[src/include/dbfs_pkg.sv]
// shared constants, types and bundles of the dual buck fault supervisor
package dbfs_pkg;
	localparam int NCH = 2;
	localparam int CNT_W = 16;
	// consecutive-cycle trip counts
	localparam int OC_TRIP = 32;
	localparam int UV_TRIP = 8;
	localparam int OV_TRIP = 32;
	// switching period and minimum upper-gate on-time, in clock cycles
	localparam int PWM_PERIOD_DEF = 64;
	localparam int MIN_ON_DEF = 4;
	// qualification delay: t = 0.5236 / f(MHz) seconds = 523600 cycles
	localparam int QUAL_COEF_X1E4 = 5236;
	localparam int QUAL_SCALE = 100;
	localparam int QUAL_CYCLES_DEF = QUAL_COEF_X1E4 * QUAL_SCALE;
	// register byte offsets
	localparam logic [7:0] REG_CTRL = 8'h00;
	localparam logic [7:0] REG_STATUS = 8'h04;
	localparam logic [1:0] REG_SEL_NONE = 2'h0;
	localparam logic [1:0] REG_SEL_CTRL = 2'h1;
	localparam logic [1:0] REG_SEL_STATUS = 2'h2;
	// field positions
	localparam int CTRL_SW_OFF_LSB = 0;
	localparam int STAT_STATE_LSB = 0;
	localparam int STAT_STATE_W = 3;
	localparam int STAT_POWER_GOOD_FLAG_BIT = 8;
	localparam int STAT_LIN_BIT = 9;
	localparam int STAT_HOLD_BIT = 10;
	localparam int HTRANS_ACTIVE_BIT = 1;
	localparam logic [NCH-1:0] CTRL_RESET = '0;
	localparam logic [31:0] WORD_ZERO = 32'h0000_0000;

	typedef enum logic [2:0] {
		CH_OFF,
		CH_DISCHARGE,
		CH_SOFTSTART,
		CH_RUN,
		CH_LATCHED
	} dbfs_ch_state_t;

	// comparator results of one switching channel
	typedef struct packed {
		logic win_lo_ok;   // feedback above the 90% window edge
		logic win_hi_ok;   // feedback below the 110% window edge
		logic uv;          // feedback at or below 82%
		logic ov;          // feedback at or above 116%
		logic oc;          // switch node below overcurrent_threshold_pin
		logic en_low;      // soft-start/enable pin below 1.0V
		logic ss_near_3v;  // soft-start ramp near 3V
		logic ss_done;     // soft-start ramp at 3.2V
		logic pwm_off;     // modulator asks the upper gate to end
	} dbfs_cmp_t;

	// gate and soft-start drive of one switching channel
	typedef struct packed {
		logic upper;
		logic lower;
		logic oe;
		logic diode_emul;
		logic ss_discharge;
		logic softstart_done;
	} dbfs_gate_t;

	// per-channel state
	typedef struct packed {
		dbfs_ch_state_t state;
		logic oc_seen;
		logic ss_oc;
		logic up_on;
		logic [CNT_W-1:0] on_cnt;
	} dbfs_ch_t;
endpackage

[src/rtl/dbfs_qual_timer.sv]
// power-good qualification timer
`timescale 1ns/10ps
module dbfs_qual_timer import dbfs_pkg::*; #(
	parameter int CYCLES = QUAL_CYCLES_DEF
) (
	input wire logic sys_clk_in,
	input wire logic rst_n_in,
	input wire logic clk_en_in,
	input wire logic cond_in,
	output logic done_out
);
	localparam int TW = $clog2(CYCLES + 1);

	typedef struct packed {
		logic [TW-1:0] cnt;
		logic done;
	} dbfs_qt_t;

	dbfs_qt_t r;
	dbfs_qt_t next_r;

	initial begin
		if (CYCLES < 1)
			$error("qualification cycles must be positive");
	end

	// any lapse restarts a full delay from zero
	always_comb begin
		next_r = r;
		if (!cond_in) begin
			next_r.cnt = '0;
			next_r.done = 1'b0;
		end else if (r.cnt != TW'(CYCLES)) begin
			next_r.cnt = r.cnt + 1'b1;
		end
		next_r.done = cond_in && (next_r.cnt == TW'(CYCLES));
	end

	// register state; power-on reset clears it
	always_ff @(posedge sys_clk_in) begin
		if (!rst_n_in)
			r <= '0;
		else if (clk_en_in)
			r <= next_r;
	end

	assign done_out = r.done;
endmodule

[src/rtl/dbfs_run_counter.sv]
// counter of unbroken runs of a fault over switching cycles
`timescale 1ns/10ps
module dbfs_run_counter import dbfs_pkg::*; #(
	parameter int TRIP = 8
) (
	input wire logic sys_clk_in,
	input wire logic rst_n_in,
	input wire logic clk_en_in,
	input wire logic step_in,
	input wire logic fault_in,
	input wire logic hold_in,
	output logic trip_out
);
	typedef struct packed {
		logic [CNT_W-1:0] cnt;
		logic trip;
	} dbfs_run_t;

	dbfs_run_t r;
	dbfs_run_t next_r;

	initial begin
		if (TRIP < 1 || TRIP >= (1 << CNT_W))
			$error("run counter trip out of range");
	end

	// count a step with fault, clear on any clean step or while held
	always_comb begin
		next_r = r;
		if (hold_in) begin
			next_r.cnt = '0;
		end else if (step_in) begin
			if (!fault_in)
				next_r.cnt = '0;
			else if (r.cnt != CNT_W'(TRIP))
				next_r.cnt = r.cnt + 1'b1;
		end
		next_r.trip = (next_r.cnt == CNT_W'(TRIP));
	end

	// register state; power-on reset clears it
	always_ff @(posedge sys_clk_in) begin
		if (!rst_n_in)
			r <= '0;
		else if (clk_en_in)
			r <= next_r;
	end

	assign trip_out = r.trip;
endmodule

[src/rtl/dbfs_top.sv]
// dual buck fault supervisor: channel sequencing, faults, power good, bus
//
// Overview of operation
// - switcher in range between 90% and 110%
// - linear in range above 75%, no ceiling
// - ramps done and all in range start timer
// - delay follows oscillator only, no adjustment
// - timer expiry releases power-good pull-down
// - any lapse pulls low, then full delay
// - low-side gate off during soft-start
// - second channel starts at half period
// - minimum upper-gate on-time unless overcurrent ends the pulse
// - linear on after power-on, no ramp
// - overcurrent ends upper pulse, counts cycle
// - 32 overcurrent cycles outside soft-start: hiccup
// - hiccup discharges soft-start, then restarts ramp
// - soft-start limits pulses, holds hiccup counter
// - persisting fault repeats hiccup near 3V
// - 8 cycles at 82% causes hiccup
// - at 116% low-side on, diode emulation
// - 32 overvoltage cycles after ramp latch off
// - latch clears by enable, power, undervoltage
// - soft-start done at 3.2V, both gate delay
// - enable low disables; both low hold both
`timescale 1ns/10ps
module dbfs_top import dbfs_pkg::*; #(
	parameter int PWM_PERIOD = PWM_PERIOD_DEF,
	parameter int MIN_ON = MIN_ON_DEF,
	parameter int QUAL_CYCLES = QUAL_CYCLES_DEF
) (
	input wire logic sys_clk_in,
	input wire logic rst_n_in,
	input wire logic clk_en_in,
	// comparator results per switching channel
	input wire dbfs_cmp_t [NCH-1:0] ch_cmp_in,
	input wire logic lin_above_75_in,
	// gate drive per switching channel
	output dbfs_gate_t [NCH-1:0] gate_out,
	output logic linear_drive_output_enable_out,
	// open-drain power-good line
	output logic power_good_flag_out,
	output logic power_good_flag_oe_out,
	// register bus
	input wire logic hsel_in,
	input wire logic [31:0] haddr_in,
	input wire logic [1:0] htrans_in,
	input wire logic hwrite_in,
	input wire logic [2:0] hsize_in,
	input wire logic [31:0] hwdata_in,
	input wire logic hready_in,
	output logic [31:0] hrdata_out,
	output logic hreadyout_out,
	output logic hresp_out
);
	localparam int PW = $clog2(PWM_PERIOD);
	localparam logic [PW-1:0] LAST_TICK = PW'(PWM_PERIOD - 1);
	localparam logic [PW-1:0] HALF_TICK = PW'(PWM_PERIOD / 2);
	localparam logic [CNT_W-1:0] MIN_ON_CNT = CNT_W'(MIN_ON);

	// whole state of the block
	typedef struct packed {
		dbfs_ch_t [NCH-1:0] ch;
		logic [PW-1:0] tick;
		logic both_hold;
		logic lin_en;
		logic pg_released;
		logic ap_valid;
		logic ap_write;
		logic [7:0] ap_addr;
		logic [NCH-1:0] ctrl_sw_off;
		logic [31:0] rdata;
	} dbfs_state_t;

	dbfs_state_t r;
	dbfs_state_t next_r;

	logic [NCH-1:0] cyc_start;
	logic [NCH-1:0] oc_trip;
	logic [NCH-1:0] uv_trip;
	logic [NCH-1:0] ov_trip;
	logic [NCH-1:0] oc_hold;
	logic [NCH-1:0] uv_hold;
	logic [NCH-1:0] ov_hold;
	logic qual_cond;
	logic qual_done;
	logic ap_take;

	initial begin
		if (PWM_PERIOD < 4 || (PWM_PERIOD % 2) != 0)
			$error("switching period must be even and at least 4");
		if (MIN_ON < 1 || MIN_ON >= PWM_PERIOD / 2)
			$error("minimum on-time must fit in half a period");
	end

	// map a byte address onto one of the registers
	function automatic logic [1:0] reg_decode(input logic [7:0] addr);
		if (addr == REG_CTRL)
			return REG_SEL_CTRL;
		else if (addr == REG_STATUS)
			return REG_SEL_STATUS;
		else
			return REG_SEL_NONE;
	endfunction

	// switching channel output inside its power-good window
	function automatic logic sw_in_range(input dbfs_cmp_t c);
		return c.win_lo_ok && c.win_hi_ok;
	endfunction

	// status word built from live state
	function automatic logic [31:0] status_word(input dbfs_state_t s);
		logic [31:0] w;
		w = WORD_ZERO;
		for (int i = 0; i < NCH; i++) begin
			w[STAT_STATE_LSB + i*STAT_STATE_W +: STAT_STATE_W] =
				s.ch[i].state;
		end
		w[STAT_POWER_GOOD_FLAG_BIT] = s.pg_released;
		w[STAT_LIN_BIT] = s.lin_en;
		w[STAT_HOLD_BIT] = s.both_hold;
		return w;
	endfunction

	// cycle starts: channel 1 runs half a period behind channel 0
	assign cyc_start[0] = (r.tick == '0);
	assign cyc_start[1] = (r.tick == HALF_TICK);

	// fault run counters per channel
	generate
		for (genvar g = 0; g < NCH; g++) begin : g_ch
			// overcurrent counter only counts outside soft-start
			assign oc_hold[g] = (r.ch[g].state != CH_RUN);
			// undervoltage watches running and latched channels
			assign uv_hold[g] = (r.ch[g].state != CH_RUN) &&
				(r.ch[g].state != CH_LATCHED);
			// overvoltage counts only once the ramp is done
			assign ov_hold[g] = (r.ch[g].state != CH_RUN);

			dbfs_run_counter #(.TRIP(OC_TRIP)) u_oc (
				.sys_clk_in(sys_clk_in),
				.rst_n_in(rst_n_in),
				.clk_en_in(clk_en_in),
				.step_in(cyc_start[g]),
				.fault_in(r.ch[g].oc_seen),
				.hold_in(oc_hold[g]),
				.trip_out(oc_trip[g])
			);

			dbfs_run_counter #(.TRIP(UV_TRIP)) u_uv (
				.sys_clk_in(sys_clk_in),
				.rst_n_in(rst_n_in),
				.clk_en_in(clk_en_in),
				.step_in(cyc_start[g]),
				.fault_in(ch_cmp_in[g].uv),
				.hold_in(uv_hold[g]),
				.trip_out(uv_trip[g])
			);

			dbfs_run_counter #(.TRIP(OV_TRIP)) u_ov (
				.sys_clk_in(sys_clk_in),
				.rst_n_in(rst_n_in),
				.clk_en_in(clk_en_in),
				.step_in(cyc_start[g]),
				.fault_in(ch_cmp_in[g].ov),
				.hold_in(ov_hold[g]),
				.trip_out(ov_trip[g])
			);
		end
	endgenerate

	// power-good conditions: both ramps done and all outputs in range
	always_comb begin
		qual_cond = lin_above_75_in;
		for (int i = 0; i < NCH; i++) begin
			qual_cond = qual_cond && (r.ch[i].state == CH_RUN) &&
				ch_cmp_in[i].ss_done && sw_in_range(ch_cmp_in[i]);
		end
	end

	dbfs_qual_timer #(.CYCLES(QUAL_CYCLES)) u_qual (
		.sys_clk_in(sys_clk_in),
		.rst_n_in(rst_n_in),
		.clk_en_in(clk_en_in),
		.cond_in(qual_cond),
		.done_out(qual_done)
	);

	assign ap_take = hsel_in && hready_in && htrans_in[HTRANS_ACTIVE_BIT];

	// next state of the whole block
	always_comb begin
		next_r = r;

		// free-running switching phase counter
		next_r.tick = (r.tick == LAST_TICK) ? '0 : r.tick + 1'b1;

		// linear output comes on once power-on reset has released
		next_r.lin_en = 1'b1;

		// both enables low: neither may ramp until both are released
		if (ch_cmp_in[0].en_low && ch_cmp_in[1].en_low)
			next_r.both_hold = 1'b1;
		else if (!ch_cmp_in[0].en_low && !ch_cmp_in[1].en_low)
			next_r.both_hold = 1'b0;

		// power good follows the timer; a lapse pulls it low at once
		next_r.pg_released = qual_done && qual_cond;

		for (int i = 0; i < NCH; i++) begin
			// per-cycle overcurrent flag, a new event beats the clear
			if (cyc_start[i])
				next_r.ch[i].oc_seen = 1'b0;
			if (r.ch[i].up_on && ch_cmp_in[i].oc)
				next_r.ch[i].oc_seen = 1'b1;

			// upper gate pulse
			if (r.ch[i].up_on) begin
				next_r.ch[i].on_cnt = r.ch[i].on_cnt + 1'b1;
				if (ch_cmp_in[i].oc)
					next_r.ch[i].up_on = 1'b0;
				else if (ch_cmp_in[i].pwm_off &&
					r.ch[i].on_cnt + 1'b1 >= MIN_ON_CNT)
					next_r.ch[i].up_on = 1'b0;
			end
			if (cyc_start[i]) begin
				next_r.ch[i].on_cnt = '0;
				next_r.ch[i].up_on = (r.ch[i].state == CH_RUN) ||
					(r.ch[i].state == CH_SOFTSTART);
			end

			// channel sequencing
			unique case (r.ch[i].state)
				CH_OFF: begin
					if (!ch_cmp_in[i].en_low && !r.both_hold &&
						!r.ctrl_sw_off[i]) begin
						next_r.ch[i].state = CH_SOFTSTART;
						next_r.ch[i].ss_oc = 1'b0;
					end
				end
				CH_DISCHARGE: begin
					// pin pulled below the enable trip: release it
					if (ch_cmp_in[i].en_low) begin
						next_r.ch[i].state = CH_SOFTSTART;
						next_r.ch[i].ss_oc = 1'b0;
					end
				end
				CH_SOFTSTART: begin
					if (ch_cmp_in[i].oc && r.ch[i].up_on)
						next_r.ch[i].ss_oc = 1'b1;
					if (ch_cmp_in[i].ss_near_3v && r.ch[i].ss_oc)
						next_r.ch[i].state = CH_DISCHARGE;
					else if (ch_cmp_in[i].ss_done)
						next_r.ch[i].state = CH_RUN;
				end
				CH_RUN: begin
					if (oc_trip[i] || uv_trip[i])
						next_r.ch[i].state = CH_DISCHARGE;
					else if (ov_trip[i])
						next_r.ch[i].state = CH_LATCHED;
				end
				CH_LATCHED: begin
					next_r.ch[i].up_on = 1'b0;
					if (uv_trip[i])
						next_r.ch[i].state = CH_DISCHARGE;
				end
				default: begin
					next_r.ch[i].state = CH_OFF;
				end
			endcase

			// external or software disable wins everywhere but discharge
			if ((ch_cmp_in[i].en_low || r.ctrl_sw_off[i]) &&
				r.ch[i].state != CH_DISCHARGE) begin
				next_r.ch[i].state = CH_OFF;
				next_r.ch[i].up_on = 1'b0;
			end

			// no pulse may run on into hiccup or latch-off
			if (next_r.ch[i].state != CH_RUN &&
				next_r.ch[i].state != CH_SOFTSTART)
				next_r.ch[i].up_on = 1'b0;
		end

		// bus slave: address phase capture, data phase write
		next_r.ap_valid = ap_take;
		if (ap_take) begin
			next_r.ap_write = hwrite_in;
			next_r.ap_addr = haddr_in[7:0];
			unique case (reg_decode(haddr_in[7:0]))
				REG_SEL_CTRL: next_r.rdata =
					{{(32-NCH){1'b0}}, r.ctrl_sw_off};
				REG_SEL_STATUS: next_r.rdata = status_word(r);
				default: next_r.rdata = WORD_ZERO;
			endcase
		end
		if (r.ap_valid && r.ap_write &&
			reg_decode(r.ap_addr) == REG_SEL_CTRL)
			next_r.ctrl_sw_off = hwdata_in[CTRL_SW_OFF_LSB +: NCH];
	end

	// register the state; power-on reset sets the defined start
	always_ff @(posedge sys_clk_in) begin
		if (!rst_n_in) begin
			r <= '0;
			r.both_hold <= 1'b1;
			r.ctrl_sw_off <= CTRL_RESET;
		end else if (clk_en_in) begin
			r <= next_r;
		end
	end

	// gate drive per channel
	always_comb begin
		for (int i = 0; i < NCH; i++) begin
			gate_out[i].upper = r.ch[i].up_on && !ch_cmp_in[i].oc;
			gate_out[i].lower = 1'b0;
			gate_out[i].diode_emul = 1'b0;
			gate_out[i].oe = (r.ch[i].state != CH_LATCHED);
			// discharge only in hiccup; latch-off leaves the cap charged
			gate_out[i].ss_discharge = (r.ch[i].state == CH_DISCHARGE);
			gate_out[i].softstart_done = (r.ch[i].state == CH_RUN) ||
				(r.ch[i].state == CH_LATCHED);
			if (r.ch[i].state == CH_RUN) begin
				if (ch_cmp_in[i].ov) begin
					gate_out[i].upper = 1'b0;
					gate_out[i].lower = 1'b1;
					gate_out[i].diode_emul = 1'b1;
				end else begin
					gate_out[i].lower = !r.ch[i].up_on;
				end
			end
			// soft-start keeps the low side off for a monotonic rise
			if (r.ch[i].state == CH_SOFTSTART)
				gate_out[i].lower = 1'b0;
		end
	end

	assign linear_drive_output_enable_out = r.lin_en;
	// open drain: the pull-down drives low until released
	assign power_good_flag_out = 1'b0;
	assign power_good_flag_oe_out = !r.pg_released;
	assign hrdata_out = r.rdata;
	assign hreadyout_out = 1'b1;
	assign hresp_out = 1'b0;
endmodule

[config.mk]
export PLATFORM = sky130hd
export DESIGN_NAME = dbfs_top
export DESIGN_NICKNAME = d
export VERILOG_FILES = /design/src/include/dbfs_pkg.sv /design/src/rtl/dbfs_qual_timer.sv /design/src/rtl/dbfs_run_counter.sv /design/src/rtl/dbfs_top.sv
export SDC_FILE = /design/constraint.sdc
export NUM_CORES = 1
export LEC_CHECK = 0
export ABC_CLOCK_PERIOD_IN_PS = 7400
export BUFFER_PORTS_ARGS = -buffer_cell sky130_fd_sc_hd__buf_4
export CORE_UTILIZATION = 60
export CTS_CLUSTER_DIAMETER = 80
export DETAILED_ROUTE_END_ITERATION = 8
export PLACE_DENSITY = 0.77
export SYNTH_ARGS = -nofsm -noshare
export SYNTH_HDL_FRONTEND = slang
export SYNTH_SLANG_ARGS = --single-unit
export TNS_END_PERCENT = 5
[constraint.sdc]
create_clock -name sys_clk_in -period 7.4 [get_ports sys_clk_in]
set_clock_uncertainty 0.1 [all_clocks]
set_input_delay 1.11 -clock sys_clk_in [delete_from_list [all_inputs] [get_ports sys_clk_in]]
set_output_delay 1.11 -clock sys_clk_in [all_outputs]
set_load 0.03 [all_outputs]
==> metrics.md, run 1 <==
| Metric | Value |
|---|---|
| I/O Buffers | 58 |
| GRT Total Usage | 0.304 |
| RSZ-0062 raised after global routing | false |
| Crit. End Element | flip-flop |
| Vias | between 10000 and 15000 |
| Initial antenna violation count | 0 |
| Die Y | 149 µm |
| VDD IR-drop max | 0.124 mV |
| Slew margin rel. | 0.296 |
| H-Tree Depth | 4 |
| Post-synth EDFFs | 0 |
| Clock root buffer | clkbuf_16 |
| Worst EP arrival | 4150 ps |
| Leading area contributor after synthesis | dfxtp_1 |
| Commonest cells after routing, fill and taps aside | dfxtp_1 (196), nor2_1 (180), nand2_1 (170) |
| Post-CTS Setup Bufs | 0 |
| Final instance area | 13700 µm² |
| Hold depth | 2 |
| Grt ovf | 0 |
| Setup TNS | 0 ps |
| IO Pins | roughly 140 |
| Initial Utilization | 0.614 |
| Synth cell types | a little under 80 |
| Max Root-Sink Buffers | 2 |
| Crit start category | flip-flop |
| Total CTS buffers | 17 |
| Worst hold endpoint | r[42] |
| Reg2reg end | u_qual.done_out |
| Die width | 149 µm |
| Row count | 53 |
| Type of the worst min-delay path | reg2reg |
| Seq. cell area | around 3900 µm² |
| First-pass GRT wire length | 55.6 mm |
| Mean Syn Cell Area | roughly 7.3 µm² |
| Slew Limit Fails | 0 |
| Detailed Place HPWL | about 22 mm |
| Clock Sinks | between 150 and 200 |
| Synth area leaders | dfxtp_1 (30%), a21oi_1 (6.1%), nor2_1 (5.2%) |
| Asr flop ratio synth | 0 |
| WS Path Type | reg2reg |
| Final period utilization | 0.522 |
| Count of final hold-check violations | 0 |
| Hold path start | r[42] |
| Max Cap Viol | 0 |
| Predominant post-synthesis flop cell | dfxtp_1 |
| Most common cell after layout, fill and taps aside | dfxtp_1 |
| Multi-input gate area | roughly 8000 µm² |
| Post-CTS Hold Buffers | 0 |
| Share of layout cells above drive strength 1 | 0.0758 |
| Worst Path Max Fanout | 16 |
| Yosys reg bits | approximately 200 |
| Largest net degree at the start of global routing | 75 |
| Worst Path Required | just under 8000 ps |
| Power Dens Cells | around 160 nW/µm² |
| Pre-Repair DR Iteration Count | 5 |
| Placed standard-cell area | approximately 13000 µm² |
| Setup slack, reg-to-reg | 3540 ps |
| Worst-skew pair later-pin latency | 450 ps |
| Post-DR vias/cell | between 6 and 7 |
| Final Util | 0.649 |
| Register area share after synthesis | 0.302 |
| Leakage | approximately 4.7 nW |
| Antenna cells | 0 |
| Full die area | about 22000 µm² |
| Synthesis-to-layout area growth | 5.72% |
| Number of global-route vias before repair | approximately 11000 |
| CTS tree | done |
| Worst-path clk slew | around 80 ps |
| Final GP Congestion | 0.953 |
| Synth Cell Area | approximately 13000 µm² |
| DR DRC count | 0 |
| R2R depth | 6 |
| Routed WL | between 30 and 40 mm |
| Setup violations, final | 0 |
| Final ANT Viol Nets | 0 |
| Routed wire per std cell | 16.6 µm |
| Nets | about 1800 |
| Core Region | about 21000 µm² |
| Worst hold margin | roughly 360 ps |
| Period minus WS final | ~3900 ps |
| Mapped Cells | ~1800 |
| Worst-Margin Slew | 1050 ps |
| R2r startpoint | r[72] |
| Synth top area share | 0.302 |
| Starting DRT DRC Count | approximately 1000 |
| Status | finished, final reports clean |
| Total of fill cells in the finished design | ~1900 |
| Maximum clock frequency | around 260 MHz |
| Yosys warnings | 0 |
| PostCTS Resize Cnt | 0 |
==> routing by layer <==
layer | wire length, µm | up-vias | global-route usage
li1 | - | 6315 | -
met3 | 2130 | 58 | 0.0541
met4 | 790 | 0 | 0.106
met1 | 15100 | 5969 | 0.405
met5 | 0 | - | 0
met2 | 15500 | 424 | 0.493
==> synthesized netlist by cell type (20+ instances only) <==
| master | number |
|---|---|
| clkbuf_1 | 101 |
| nand3_1 | 62 |
| inv_1 | 44 |
| buf_4 | 35 |
| nor2b_1 | 20 |
| and2_1 | 22 |
| a21oi_1 | 158 |
| and3_1 | 35 |
| xor2_1 | 21 |
| a21boi_0 | 25 |
| nor4_1 | 43 |
| a22oi_1 | 20 |
| o21ai_0 | 106 |
| xnor2_1 | 35 |
| nand2_1 | 170 |
| dfxtp_1 | 196 |
| nor2_1 | 180 |
| a31oi_1 | 27 |
| nor3_1 | 91 |
| o21a_1 | 44 |
| nand4_1 | 69 |
==> flip-flops by register name, summed over array words and instances (netlist names) <==
name	flops
g_ch.u_ov.r	32
g_ch.u_oc.trip_out	2
linear_drive_output_enable_out	1
u_qual.done_out	1
hrdata_out	9
r	64
g_ch.u_uv.r	32
u_qual.r	19
g_ch.u_oc.r	32
g_ch.u_ov.trip_out	2
g_ch.u_uv.trip_out	2
==> where the power goes <==
group          internal (mW)  total, mW  leakage (nW)  switching [mW]
clock network          0.488      0.932         0.285           0.444
registers               1.06       1.06          1.58         0.00322
logic                 0.0370      0.142          2.86           0.105
total                   1.58       2.13          4.72           0.552
==> how the worst max path moves through the flow <==
stage | to | slack [ps] | depth (start not counted) | start
3_5_place_dp | u_qual.done_out | 3540 | 7 | ch_cmp_in[1]
5_1_grt | u_qual.done_out | 3330 | 6 | r[72]
2_1_floorplan | gate_out[11] | 4300 | 3 | ch_cmp_in[14]
6_report | u_qual.done_out | 3540 | 6 | r[72]
4_1_cts | u_qual.done_out | 3630 | 6 | r[72]
3_3_place_gp | u_qual.done_out | 3490 | 7 | ch_cmp_in[1]
==> worst max-delay path: stages, from the launching register on <==
cell and delay, ps:
dfxtp_1 570, nand3b_1 510, nor4_2 900, nand2_1 590
nand4b_1 340, a2111oi_0 570, a22o_1 220
==> through the flow <==
step           std cells  total power, mW  setup WS [ps]
6_report            2017             2.13           3540
3_3_place_gp        1985             1.22           3490
3_5_place_dp        1985             1.22           3540
5_1_grt             2017             2.20           3330
4_1_cts             2017             2.14           3630
2_1_floorplan       1803             1.19           4300
==> cell type report <==
class,count,share of cell area
Clock buffer,19,0.0330
Clock inverter,13,0.00893
Inverter,45,0.0125
Multi-Input combinational cell,1398,0.596
Sequential cell,196,0.286
Tap cell,275,0.0251
Timing Repair Buffer,71,0.0388
==> kinds of logic after synthesis <==
family                     Yosys count  share of synthesized area
adders and majority gates           19                     0.0183
xor gates and xnor gates            56                     0.0378
muxes                               24                     0.0192
other                                2                   0.000578
DFF                                196                      0.302
buffers and inverters              209                     0.0747
AOI/OAI and AO/OA                  466                      0.221
and+or+nand+nor                    807                      0.326
Note: power is estimated with default switching activity, not from simulation.
==> inputs of run 2 (changes only) <==
- ABC_CLOCK_PERIOD_IN_PS: 7400 -> 3700
- clock period: 7.4 -> 3.7 ns (I/O delays scaled with it)
==> run 2 against run 1 <==
  * Flip-flop and latch count did not move
  * First-iteration DRC count is 19% lower
  * Combinational power up 110%
  * Non-clock buffer count increased by 15
  * Clock-buffer cell count decreased by 1
  * Critical endpoint is now r[60]
==> metrics.md, run 2 (synthesized netlist as in run 1, its figures left out) <==
| Metric | Value |
|---|---|
| Pre-CTS WS | ~640 ps |
| Initial antenna violation count | 0 |
| Worst-Margin Slew | 1230 ps |
| Synthesis-to-layout area growth | 6.67% |
| Max FFs per register | 64 |
| Crit start category | flip-flop |
| Post-DR vias/cell | 6.41 |
| Worst EP arrival | 3480 ps |
| Slew margin rel. | 0.175 |
| Routed WL | between 30 and 40 mm |
| Leakage | 4.79 nW |
| Final GP Congestion | about 0.9 |
| Worst Setup Slack, final | just under 500 ps |
| Largest net degree at the start of global routing | 146 |
| VDD IR-drop max | approximately 0.27 mV |
| H-Tree Depth | 4 |
| Hold depth | 3 |
| Total of fill cells in the finished design | 1876 |
| Post-CTS Hold Buffers | 0 |
| Initial Utilization | 0.614 |
| R2R depth | 5 |
| Clock Sinks | 196 |
| Routed wire per std cell | 16.9 µm |
| WS Path Type | reg2reg |
| First-pass GRT wire length | roughly 56 mm |
| RSZ-0062 raised after global routing | false |
| Worst Path Required | between 3000 and 4000 ps |
| Type of the worst min-delay path | in2reg |
| Nets | 1857 |
| Grt ovf | 0 |
| IO Pins | approximately 140 |
| DR DRC count | 0 |
| Share of layout cells above drive strength 1 | 0.0831 |
| Worst Path Max Fanout | 23 |
| Status | finished, final reports clean |
| Full die area | ~22000 µm² |
| Crit. End Element | flip-flop |
| Setup violations, final | 0 |
| Most common cell after layout, fill and taps aside | dfxtp_1 |
| Total CTS buffers | 17 |
| Worst-path clk slew | around 80 ps |
| Core Region | between 20000 and 25000 µm² |
| PostCTS Resize Cnt | 0 |
| Detailed Place HPWL | roughly 23 mm |
| Max Root-Sink Buffers | 2 |
| Multi-input gate area | 8190 µm² |
| Commonest cells after routing, fill and taps aside | dfxtp_1 (196), nor2_1 (180), nand2_1 (170) |
| Antenna cells | 0 |
| Count of final hold-check violations | 0 |
| Top reg by flops | r |
| Setup TNS | 0 ps |
| Final ANT Viol Nets | 0 |
| Die Y | around 150 µm |
| Clock root buffer | clkbuf_16 |
| Period minus WS final | 3200 ps |
| Maximum clock frequency | roughly 310 MHz |
| Post-CTS Setup Bufs | 0 |
| Final period utilization | 0.866 |
| Starting DRT DRC Count | between 800 and 900 |
| Max Cap Viol | 0 |
| Vias | around 13000 |
| I/O Buffers | between 50 and 60 |
| Worst-skew pair later-pin latency | between 400 and 500 ps |
| Power Dens Cells | 307 nW/µm² |
| GRT Total Usage | 0.310 |
| Row count | 53 |
| Die width | between 100 and 150 µm |
| Total power | 4.25 mW |
| CTS tree | done |
| Seq. cell area | just under 4000 µm² |
| Pre-Repair DR Iteration Count | 5 |
| Slew Limit Fails | 0 |
| Number of global-route vias before repair | about 11000 |
## run 2: critical path, stage by stage, from the launching register on
cell,delay [ps]
dfxtp_1,540
clkinv_1,470
nand2_1,580
nand3_1,670
or4_1,630
a21oi_1,140
## run 2: stage by stage
step | hold WS, ps | util | area [µm²] | cells
after detailed placement | 348 | 0.628 | 13300 | 2000
after global routing | 234 | 0.655 | 13900 | 2032
after CTS | 234 | 0.655 | 13900 | 2032
final | 240 | 0.655 | 13900 | 2032
after floorplan | 336 | - | 13100 | 1803
after global placement | 344 | 0.628 | 13300 | 2000
## run 2: final timing paths
kind	start	endpoint	slack, ps
hold reg to reg	r[36]	r[36]	360
hold / removal	hwdata_in[1]	r[33]	240
setup / recovery	r[52]	r[60]	500
setup reg to reg	r[52]	r[60]	500
## run 2: power breakdown
part / internal, mW / switching [mW] / total [mW]
sequential: 2.11 / 0.00680 / 2.12
clock: 0.897 / 0.933 / 1.83
combinational: 0.0812 / 0.216 / 0.298
total: 3.09 / 1.16 / 4.25
## run 2: layout make-up
cell class / instances / share of cell area
Multi-Input combinational cell: 1398 / 0.591
Sequential cell: 196 / 0.283
Timing Repair Buffer: 86 / 0.0484
Clock buffer: 18 / 0.0310
Tap cell: 275 / 0.0248
Inverter: 45 / 0.0124
Clock inverter: 14 / 0.00948
## run 2: metal layers
metal	GRT usage	routed length (µm)
met1	0.418	15400
met2	0.510	16100
met3	0.0413	2110
met4	0.104	676
met5	0	0
==> inputs of run 3 (changes only) <==
- ABC_CLOCK_PERIOD_IN_PS: 3700 -> 3300
- clock period: 3.7 -> 3.3 ns (I/O delays scaled with it)
==> run 3 against run 2 <==
  * Non-clock buffer count up 17
  * Routed wire length down 0.34%
  * Combinational power up 14%
  * Power up 13%
  * Global-route usage down 0.061 points
  * Critical path depth up 3
  * Largest cell class unchanged
  * Highest routed layer unchanged
==> metrics.md, run 3 (synthesized netlist as in run 1, its figures left out) <==
| Metric | Value |
|---|---|
| Detailed Place HPWL | ~24 mm |
| Slew margin rel. | 0.452 |
| Type of the worst min-delay path | in2reg |
| Setup slack, reg-to-reg | approximately 280 ps |
| Most common cell after layout, fill and taps aside | dfxtp_1 |
| Worst Path Max Fanout | 15 |
| DR DRC count | 0 |
| Commonest cells after routing, fill and taps aside | dfxtp_1 (196), nor2_1 (180), nand2_1 (170) |
| Worst Setup Slack, final | about 280 ps |
| Worst-Margin Slew | 801 ps |
| Routed WL | ~34 mm |
| GRT Total Usage | 0.310 |
| CTS tree | done |
| Full die area | about 22000 µm² |
| Maximum clock frequency | between 300 and 400 MHz |
| Initial antenna violation count | 0 |
| Max FFs per register | 64 |
| Row count | 53 |
| VDD IR-drop max | 0.303 mV |
| Total power | 4.81 mW |
| Max Root-Sink Buffers | 2 |
| Top reg by flops | r |
| Die Y | between 100 and 150 µm |
| Clock root buffer | clkbuf_16 |
| Grt ovf | 0 |
| Final instance area | 14000 µm² |
| IO Pins | around 140 |
| Share of layout cells above drive strength 1 | 0.0919 |
| Pre-Repair DR Iteration Count | 6 |
| Leakage | slightly below 5 nW |
| Final Util | 0.662 |
| Max Cap Viol | 0 |
| Final period utilization | 0.914 |
| Clock Sinks | 196 |
| Count of final hold-check violations | 0 |
| WS Path Type | reg2reg |
| Period minus WS final | roughly 3000 ps |
| Synthesis-to-layout area growth | 7.83% |
| Worst-skew pair later-pin latency | between 400 and 500 ps |
| Initial Utilization | 0.614 |
| Post-CTS Setup Bufs | 0 |
| Routed wire per std cell | 16.7 µm |
| Antenna cells | 0 |
| RSZ-0062 raised after global routing | false |
| Placed standard-cell area | between 10000 and 15000 µm² |
| Starting DRT DRC Count | around 880 |
| Status | finished, final reports clean |
| Post-DR vias/cell | around 6.3 |
| Core Region | 21200 µm² |
| I/O Buffers | 58 |
| Setup TNS | 0 ps |
| Crit start category | flip-flop |
| Vias | between 10000 and 15000 |
| Largest net degree at the start of global routing | between 70 and 80 |
| Crit. End Element | flip-flop |
| Nets | roughly 1900 |
| Pre-CTS WS | about 370 ps |
| Power Dens Cells | 343 nW/µm² |
| PostCTS Resize Cnt | 0 |
| Final GP Congestion | about 0.95 |
| Number of global-route vias before repair | 11500 |
| Final ANT Viol Nets | 0 |
| Worst Path Required | between 3000 and 4000 ps |
| First-pass GRT wire length | about 57 mm |
| H-Tree Depth | 4 |
| Post-CTS Hold Buffers | 0 |
| Worst EP arrival | 3280 ps |
| Die width | roughly 150 µm |
| Total CTS buffers | 17 |
| Setup violations, final | 0 |
| Worst-path clk slew | 80 ps |
| Slew Limit Fails | 0 |
[run 3: cell count changes in the layout (fill, tap and decap cells not counted), sizes merged]
cell / delta
clkbuf: +1
inv: -4
clkinvlp: +2
buf: +17
bufinv: +1
[run 3: layout make-up]
class                      count  area, µm²
multi-input combinational   1398       8190
clock buffer                  19        443
clock inverter                13        141
fill                        1886       7150
inverter                      45        171
tap                          275        344
sequential                   196       3920
timing repair buffer         103        798
[run 3: power by group]
part	total (mW)	internal, mW	switching, mW
sequential	2.38	2.37	0.00777
clock	2.09	1.09	1.00
combinational	0.339	0.0983	0.240
total	4.81	3.56	1.25
[run 3: per-stage QoR]
stage / cells / hold slack [ps]
floorplan: 1803 / 336
global placement: 2017 / 343
detailed placement: 2017 / 353
CTS: 2049 / 180
global route: 2049 / 197
finish: 2049 / 188
[run 3: final timing paths]
path	depth (start not counted)	startpoint	to
setup reg to reg	8	r[47]	r[69]
hold / removal	3	hwdata_in[0]	r[32]
hold reg to reg	2	r[35]	r[35]
setup / recovery	8	r[47]	r[69]
[run 3: worst max-delay path: stages (launching register included)]
cell and delay, ps:
dfxtp_1 390, inv_1 80, ha_1 200, or4b_4 350, nor2_1 130, a2111oi_0 750
nand4_1 210, or4_1 570, o21ai_0 150
[run 3: metal layers]
layer  routed length, µm  GRT usage  vias up
li1                    -          -     6383
met1               15000      0.407     6122
met2               16400      0.513      433
met3                2080     0.0511       65
met4                 694      0.104        0
met5                   0          0        -
